$ cat src/pattern_pkg.sv
package pattern_pkg;

  // Register byte addresses (low 20 bits of the address)
  localparam logic [19:0] ADDR_NEXT_HIGH_UPPER = 20'hfffa4;
  localparam logic [19:0] ADDR_NEXT_LOW_UPPER  = 20'hfffa5;
  localparam logic [19:0] ADDR_NEXT_HIGH_LOWER = 20'hfffa6;
  localparam logic [19:0] ADDR_NEXT_LOW_LOWER  = 20'hfffa7;
  localparam logic [19:0] ADDR_ENABLE_HIGH     = 20'hfffa2;
  localparam logic [19:0] ADDR_ENABLE_LOW      = 20'hfffa3;
  localparam logic [19:0] ADDR_TRIGGER_SELECT  = 20'hfffa1;
  localparam logic [19:0] ADDR_PORT_A_DIR      = 20'hee009;
  localparam logic [19:0] ADDR_PORT_A_DATA     = 20'hfffd9;
  localparam logic [19:0] ADDR_PORT_B_DIR      = 20'hee00a;
  localparam logic [19:0] ADDR_PORT_B_DATA     = 20'hfffda;

  // Reset values and reserved read-back values
  localparam logic [7:0] RESET_ZERO    = 8'h00;
  localparam logic [7:0] RESET_TRIGGER = 8'hff;
  localparam logic [7:0] READ_ONES     = 8'hff;
  localparam logic [3:0] NIBBLE_ONES   = 4'hf;

  // Byte-lane masks for the buffer address layouts
  localparam logic [7:0] MASK_ALL   = 8'hff;
  localparam logic [7:0] MASK_NONE  = 8'h00;
  localparam logic [7:0] MASK_UPPER = 8'hf0;
  localparam logic [7:0] MASK_LOWER = 8'h0f;

  // Trigger select codes for one group
  localparam logic [1:0] SEL_CHAN0 = 2'h0;
  localparam logic [1:0] SEL_CHAN1 = 2'h1;

  localparam int GROUPS     = 4;
  localparam int GROUP_BITS = 4;

  // Register bus request
  typedef struct packed {
    logic [19:0] addr;
    logic [7:0]  wdata;
    logic        wr;
    logic        rd;
  } bus_req_t;

endpackage

$ cat src/pattern_group.sv
`timescale 1ns/1ps
`default_nettype none
// One 4-bit group: trigger selection and per-bit masked transfer
module pattern_group
  import pattern_pkg::*;
#(
  parameter int WIDTH = 4
)(
  input  wire logic [1:0]       sel,
  input  wire logic [2:0]       match,
  input  wire logic [WIDTH-1:0] next_data,
  input  wire logic [WIDTH-1:0] enable,
  input  wire logic [WIDTH-1:0] cur,
  output logic      [WIDTH-1:0] nxt,
  output logic                  fire
);
  // Refuse a group width that cannot hold a bit
  if (WIDTH < 1)
  begin : g_width_check
    $error("pattern_group: WIDTH must be positive");
  end

  // Channel 0 on 00, channel 1 on 01, channel 2 otherwise
  assign fire = (sel == SEL_CHAN0) ? match[0] :
                (sel == SEL_CHAN1) ? match[1] : match[2];
  // Enabled bits take next data on the trigger, others hold
  assign nxt  = fire ? ((next_data & enable) | (cur & ~enable)) : cur;
endmodule
`default_nettype wire

$ cat src/pattern_output.sv
// Functional notes
// - Port A direction: 8-bit write-only register
// - Port B direction: 8-bit write-only register
// - Port A data holds groups 0 and 1
// - Port B data holds groups 2 and 3
// - Enabled port A data bits ignore writes
// - Enabled port B data bits ignore writes
// - Trigger copies low buffer into port A
// - Trigger copies high buffer into port B
// - Buffers clear on reset and hardware standby
// - Shared low trigger: whole buffer at fffa5
// - Split low triggers: nibbles at fffa5/fffa7
// - Shared high trigger: whole buffer at fffa4
// - Split high triggers: nibbles at fffa4/fffa6
// - Disabled bits not copied; enables reset zero
// - Select 00/01/1x picks channel 0/1/2
`timescale 1ns/1ps
`default_nettype none
module pattern_output
  import pattern_pkg::*;
#(
  parameter int DATA_W = 8
)(
  input  wire logic        CLK,
  input  wire logic        RESET,
  input  wire logic        HW_STANDBY,
  input  wire logic [19:0] ADDR,
  input  wire logic [7:0]  WDATA,
  input  wire logic        WR,
  input  wire logic        RD,
  input  wire logic [2:0]  MATCH,
  output logic      [7:0]  RDATA,
  output logic      [7:0]  PORT_A_OUT,
  output logic      [7:0]  PORT_A_OE,
  output logic      [7:0]  PORT_B_OUT,
  output logic      [7:0]  PORT_B_OE
);
  // Refuse a data width that the byte-wide register map cannot serve
  if (DATA_W != 2 * GROUP_BITS)
  begin : g_width_check
    $error("pattern_output: DATA_W must be 8");
  end

  bus_req_t req;
  assign req = '{addr: ADDR, wdata: WDATA, wr: WR, rd: RD};

  logic [7:0] dir_a_q, dir_b_q, data_a_q, data_b_q;
  logic [7:0] next_low_q, next_high_q, en_low_q, en_high_q, trig_q, rdata_q;
  logic [7:0] next_low_d, next_high_d, data_a_d, data_b_d, rdata_d;
  logic [15:0] xfer;
  logic [3:0]  fire;
  logic        clr;
  logic        stby_s1_q, stby_s2_q, stby_s3_q, stby_q;

  // Synchronised hardware standby clears like reset
  assign clr = RESET | stby_q;

  // Address decode
  wire hit_hu  = req.addr == ADDR_NEXT_HIGH_UPPER;
  wire hit_lu  = req.addr == ADDR_NEXT_LOW_UPPER;
  wire hit_hl  = req.addr == ADDR_NEXT_HIGH_LOWER;
  wire hit_ll  = req.addr == ADDR_NEXT_LOW_LOWER;
  wire hit_enh = req.addr == ADDR_ENABLE_HIGH;
  wire hit_enl = req.addr == ADDR_ENABLE_LOW;
  wire hit_trg = req.addr == ADDR_TRIGGER_SELECT;
  wire hit_da  = req.addr == ADDR_PORT_A_DATA;
  wire hit_db  = req.addr == ADDR_PORT_B_DATA;
  wire hit_ra  = req.addr == ADDR_PORT_A_DIR;
  wire hit_rb  = req.addr == ADDR_PORT_B_DIR;

  // Write strobes per register
  wire wr_hu  = req.wr && hit_hu;
  wire wr_lu  = req.wr && hit_lu;
  wire wr_hl  = req.wr && hit_hl;
  wire wr_ll  = req.wr && hit_ll;
  wire wr_enh = req.wr && hit_enh;
  wire wr_enl = req.wr && hit_enl;
  wire wr_trg = req.wr && hit_trg;
  wire wr_da  = req.wr && hit_da;
  wire wr_db  = req.wr && hit_db;
  wire wr_ra  = req.wr && hit_ra;
  wire wr_rb  = req.wr && hit_rb;

  // Same trigger for paired groups selects the whole-byte layout
  wire same_low  = trig_q[3:2] == trig_q[1:0];
  wire same_high = trig_q[7:6] == trig_q[5:4];

  // Buffer byte lanes writable through each address
  wire [7:0] lu_mask = same_low  ? MASK_ALL  : MASK_UPPER;
  wire [7:0] ll_mask = same_low  ? MASK_NONE : MASK_LOWER;
  wire [7:0] hu_mask = same_high ? MASK_ALL  : MASK_UPPER;
  wire [7:0] hl_mask = same_high ? MASK_NONE : MASK_LOWER;

  wire [7:0] wr_low_mask  = wr_lu ? lu_mask : wr_ll ? ll_mask : MASK_NONE;
  wire [7:0] wr_high_mask = wr_hu ? hu_mask : wr_hl ? hl_mask : MASK_NONE;

  assign next_low_d  = (next_low_q & ~wr_low_mask) | (req.wdata & wr_low_mask);
  assign next_high_d = (next_high_q & ~wr_high_mask) | (req.wdata & wr_high_mask);

  // One transfer unit per group
  genvar g;
  generate
    for (g = 0; g < GROUPS; g++)
    begin : grp
      logic [7:0] nb, en, cur;
      assign nb  = (g < GROUPS / 2) ? next_low_q : next_high_q;
      assign en  = (g < GROUPS / 2) ? en_low_q : en_high_q;
      assign cur = (g < GROUPS / 2) ? data_a_q : data_b_q;
      pattern_group #(.WIDTH(GROUP_BITS)) u_group (
        .sel       (trig_q[2*g+1 -: 2]),
        .match     (MATCH),
        .next_data (nb[(g % 2) * GROUP_BITS +: GROUP_BITS]),
        .enable    (en[(g % 2) * GROUP_BITS +: GROUP_BITS]),
        .cur       (cur[(g % 2) * GROUP_BITS +: GROUP_BITS]),
        .nxt       (xfer[g * GROUP_BITS +: GROUP_BITS]),
        .fire      (fire[g])
      );
    end
  endgenerate

  // Port data: software writes only disabled bits, trigger updates enabled ones
  assign data_a_d = wr_da ? ((xfer[7:0] & en_low_q) | (req.wdata & ~en_low_q))
                          : xfer[7:0];
  assign data_b_d = wr_db ? ((xfer[15:8] & en_high_q) | (req.wdata & ~en_high_q))
                          : xfer[15:8];

  // Read mux; direction registers are write-only and read as ones
  assign rdata_d = !req.rd ? RESET_ZERO :
                   hit_lu  ? (next_low_q  | ~lu_mask) :
                   hit_ll  ? (next_low_q  | ~ll_mask) :
                   hit_hu  ? (next_high_q | ~hu_mask) :
                   hit_hl  ? (next_high_q | ~hl_mask) :
                   hit_enl ? en_low_q :
                   hit_enh ? en_high_q :
                   hit_trg ? trig_q :
                   hit_da  ? data_a_q :
                   hit_db  ? data_b_q :
                   READ_ONES;

  // Standby pin synchroniser: a level counts once stages two and three agree
  always_ff @(posedge CLK)
  begin
    if (RESET)
    begin
      stby_s1_q <= 1'b0;
      stby_s2_q <= 1'b0;
      stby_s3_q <= 1'b0;
      stby_q    <= 1'b0;
    end
    else
    begin
      stby_s1_q <= HW_STANDBY;
      stby_s2_q <= stby_s1_q;
      stby_s3_q <= stby_s2_q;
      if (stby_s2_q == stby_s3_q)
      begin
        stby_q <= stby_s3_q;
      end
    end
  end

  // Pattern buffers
  always_ff @(posedge CLK)
  begin
    if (clr)
    begin
      next_low_q  <= RESET_ZERO;
      next_high_q <= RESET_ZERO;
    end
    else
    begin
      next_low_q  <= next_low_d;
      next_high_q <= next_high_d;
    end
  end

  // Control registers
  always_ff @(posedge CLK)
  begin
    if (clr)
    begin
      dir_a_q   <= RESET_ZERO;
      dir_b_q   <= RESET_ZERO;
      en_low_q  <= RESET_ZERO;
      en_high_q <= RESET_ZERO;
      trig_q    <= RESET_TRIGGER;
    end
    else
    begin
      if (wr_ra) dir_a_q <= req.wdata;
      if (wr_rb) dir_b_q <= req.wdata;
      if (wr_enl) en_low_q <= req.wdata;
      if (wr_enh) en_high_q <= req.wdata;
      if (wr_trg) trig_q <= req.wdata;
    end
  end

  // Port data and read data
  always_ff @(posedge CLK)
  begin
    if (clr)
    begin
      data_a_q <= RESET_ZERO;
      data_b_q <= RESET_ZERO;
      rdata_q  <= RESET_ZERO;
    end
    else
    begin
      data_a_q <= data_a_d;
      data_b_q <= data_b_d;
      rdata_q  <= rdata_d;
    end
  end

  assign RDATA      = rdata_q;
  assign PORT_A_OUT = data_a_q;
  assign PORT_A_OE  = dir_a_q;
  assign PORT_B_OUT = data_b_q;
  assign PORT_B_OE  = dir_b_q;
endmodule
`default_nettype wire

$ cat config.mk
export PLATFORM = sky130hd
export DESIGN_NAME = pattern_output
export DESIGN_NICKNAME = d
export VERILOG_FILES = /design/src/pattern_pkg.sv /design/src/pattern_group.sv /design/src/pattern_output.sv
export SDC_FILE = /design/constraint.sdc
export NUM_CORES = 1
export LEC_CHECK = 0
export BUFFER_PORTS_ARGS = -buffer_cell sky130_fd_sc_hd__buf_2
export CAP_MARGIN = 20
export CORE_MARGIN = 3
export CORE_UTILIZATION = 60
export DETAILED_ROUTE_END_ITERATION = 6
export PLACE_DENSITY = 0.82
export SETUP_SLACK_MARGIN = 0.5
export SLEW_MARGIN = 40
export SYNTH_ARGS = -nofsm -noshare
export SYNTH_HDL_FRONTEND = slang
export SYNTH_SLANG_ARGS = --single-unit
$ cat constraint.sdc
create_clock -name CLK -period 3.89 [get_ports CLK]
set_input_delay 0 -clock CLK [delete_from_list [all_inputs] [get_ports CLK]]
set_output_delay 0 -clock CLK [all_outputs]
set_load 0.01 [all_outputs]
==> Implementation_results.wiki <==
{| class="wikitable"
! Metric !! Value
|-
| Highest Clock Rate || 493 MHz
|-
| Logic depth of the worst register-to-register path || 6
|-
| Maximum fanout count along the critical path || 4
|-
| Post-placement cell area || 4520 um^2
|-
| H-tree levels || 3
|-
| Number of storage elements in the synthesis netlist || 84
|-
| Grt total ovfl || 0
|-
| Asr flop ratio synth || 0%
|-
| Hold EP || en_high_q[0]$_SDFFE_PP0P_
|-
| Buffer cell driving the clock tree root || clkbuf_8
|-
| Total wire length after detailed routing || 12400 um
|-
| Cts bufs inserted || 9
|-
| Average size of a mapped cell || 9.12 um^2
|-
| Layout cell share with drive strength beyond 1 || 24.1%
|-
| Net count of the mapped netlist || 499
|-
| Die Y-Extent || 89.9 um
|-
| Area of the multi-input gates || 2330 um^2
|-
| Worst path arrival time || 2.27 ns
|-
| Die Span X || 89.9 um
|-
| Net count reported at finish || 571
|-
| Fill cell instance count of the final layout || 514
|-
| Number of ports placed on the die boundary || 76
|-
| Type of destination of the critical path || register
|-
| Status || complete, no violations
|-
| Clk buf depth || 2
|-
| Critical path data required time || 4.13 ns
|-
| Fin crit period || 2.03 ns
|-
| Total of warnings raised by yosys || 0
|-
| DRC violations left || 0
|-
| Final setup fails || 0
|-
| Leading cell type in the layout, fill and taps excluded || dfxtp_1
|-
| Count of mapped cells out of synthesis || 463
|-
| Worst setup slack for register-to-register paths || 1.86 ns
|-
| Layout overhead on the synthesized area || 15.2%
|-
| Reg-to-reg startpoint || trig_q[2]$_SDFFE_PP1P_
|-
| Area fraction in and, or, nand and nor cells after synthesis || 21.0%
|-
| Headroom to the max-slew limit || 48.9%
|-
| Global Route met1 Usage || 38.2%
|-
| Clk sinks || 84
|-
| Total negative slack for setup checks || 0 ns
|-
| Pin count of the biggest net entering global routing || 35
|-
| FP Rows || 29
|-
| WHS Path Cells || 3
|-
| Area of all placed cells without fillers || 4860 um^2
|-
| Total routing resource utilization after global routing || 30.8%
|-
| EDFF count, synth || 0
|-
| Effective utilization at floorplan || 64.3%
|-
| DRT iter0 DRCs || 297
|-
| Number of antenna violations at the first check in global routing || 0
|-
| Worst ir drop on vdd || 0.000265 V
|-
| Share of the clock period used by the worst path || 52.2%
|-
| Post-synthesis share of cell area spent on full adders, half adders and majority gates || 0%
|-
| Reg area || 1680 um^2
|-
| Main combinational cell family by area after synthesis || simple AND/OR/NAND/NOR gates
|-
| Max Slew Vio Count || 0
|-
| Worst clock skew on the final layout || 0.0105 ns
|-
| Fraction of the mapped netlist area in compound gates || 14.4%
|-
| XOR/XNOR share of the synthesized area || 1.25%
|-
| GR Util met2 || 53.7%
|-
| Total setup buffers inserted after CTS || 0
|-
| Kind of critical path || reg -> reg
|-
| Sequential-to-total area share from yosys stat || 39.8%
|-
| Setup crit start kind || register
|-
| Post-detail-place hpwl || 8540 um
|-
| Number of violations of the max-capacitance limit || 0
|-
| Pwr Density || 352 nW/um^2
|-
| Clock transition at the register clock pins on the worst setup and hold paths after CTS || 0.09 ns
|-
| Top_reg_cell synth || dfxtp_1
|-
| Unrepaired setup endpoints after global routing || false
|-
| Number of global-route vias before repair || 3863
|-
| Antenna violation net count after detailed routing || 0
|-
| Floorplan Core Area || 6570 um^2
|-
| Met3 routing resource usage after global routing || 5.59%
|-
| Actual transition at the worst max-transition pin || 0.762 ns
|-
| Leading cell types in the layout, fill and taps excluded || dfxtp_1, buf_2, nor2_1
|-
| Pleak || 1.87 nW
|-
| Global placement routability congestion || 0.948
|-
| Number of detailed-routing iterations run before antenna repair || 5
|-
| Startpoint of the lowest-slack hold path || WR
|-
| Die ar. || 8080 um^2
|-
| Number of resized instances in the post-cts repair step || 0
|-
| Netlist area before placement || 4220 um^2
|-
| Classification of the worst-slack hold path || in -> reg
|-
| Vias after detailed routing || 3960
|-
| Clock latency on the worst-skew pair || 0.37 ns
|-
| Via density || 6.26
|-
| Global route hottest layer || met2
|-
| Post-detailed-route wirelength per cell || 19.6 um
|-
| Total inserted antenna cells || 0
|-
| Number of distinct library cell variants in the gate-level netlist after synthesis || 57
|-
| Wire length of the first global-routing pass || 19900 um
|-
| Clock tree from TritonCTS || done
|-
| I/O Buffers || 75
|-
| Multiplexer area fraction after synthesis || 18.0%
|-
| Count of endpoints failing hold in the final timing report || 0
|}
==> cells in the mapped netlist (6+ instances only) <==
master	number	area, um^2
a21oi_1	31	155
nor2_1	62	233
nand3_1	11	55.1
mux2i_1	58	581
dfxtp_1	84	1680
a211oi_1	19	143
o22ai_1	10	62.6
nor3_1	7	35.0
nor2b_1	7	43.8
o21ai_0	6	30.0
mux2_2	14	158
nand2_1	53	199
clkbuf_1	12	45.0
==> worst max path at each step <==
stage | startpoint | endpoint | slack (ns)
after floorplan | ADDR[3] | register | 2.16
after global placement | ADDR[0] | en_high_q[7]$_SDFFE_PP0P_ | 1.51
after detailed placement | ADDR[0] | PORT_B_OUT[1]$_SDFF_PP0_ | 1.71
after CTS | trig_q[2]$_SDFFE_PP1P_ | register | 1.94
after global routing | trig_q[0]$_SDFFE_PP1P_ | register | 1.73
final | trig_q[2]$_SDFFE_PP1P_ | register | 1.86
==> layout make-up <==
type / instances / area share [%]
Clock inverter: 5 / 1.72
Multi-Input combinational cell: 349 / 47.8
Tap cell: 93 / 2.39
Clock buffer: 11 / 2.91
Inverter: 4 / 0.412
Timing Repair Buffer: 87 / 10.1
Sequential cell: 84 / 34.6
==> cell families (layout without fill, tap and decap cells) <==
kind of cell	after synthesis	after routing
xor+xnor	6	6
flops	84	84
simple gates	177	177
mux	74	74
buf+inv	30	107
compound gates	92	92
==> routing by layer <==
layer	share of wire [%]	vias to the layer above
met5	0	-
met4	2.7	0
met3	7.6	37
met2	50	204
met1	39	1893
li1	-	1826
==> power by group <==
group / total (mW) / internal, mW / leakage [nW] / switching [mW]
clock: 0.719 / 0.382 / 0.106 / 0.337
sequential: 0.866 / 0.865 / 0.679 / 0.00139
combinational: 0.128 / 0.0441 / 1.08 / 0.0835
total: 1.71 / 1.29 / 1.87 / 0.422
==> what timing repair did <==
item,4_1_cts,5_1_grt
endpoints found under the hold margin,14,0
hold buffers,11,0
setup endpoints to repair,0,0
==> critical path, stage by stage (launching register included) <==
cell,delay (ns)
dfxtp_1,0.46
xnor2_1,0.20
nand2_1,0.11
xnor2_1,0.26
nor4b_2,0.57
mux2i_1,0.25
nor2_1,0.05
==> metrics by stage <==
step | total power [mW] | setup slack (ns) | hold slack [ns] | utilization, % | instances
finish | 1.71 | 1.86 | 0.0447 | 74.0 | 633
global route | 1.76 | 1.73 | 0.0414 | 74.0 | 633
CTS | 1.70 | 1.94 | 0.0395 | 74.0 | 633
detailed placement | 1.00 | 1.71 | 0.217 | 68.9 | 606
global placement | 0.999 | 1.51 | 0.207 | 68.6 | 606
floorplan | 0.967 | 2.16 | 0.0691 | - | 463
Power figures use the tool's default switching activity.
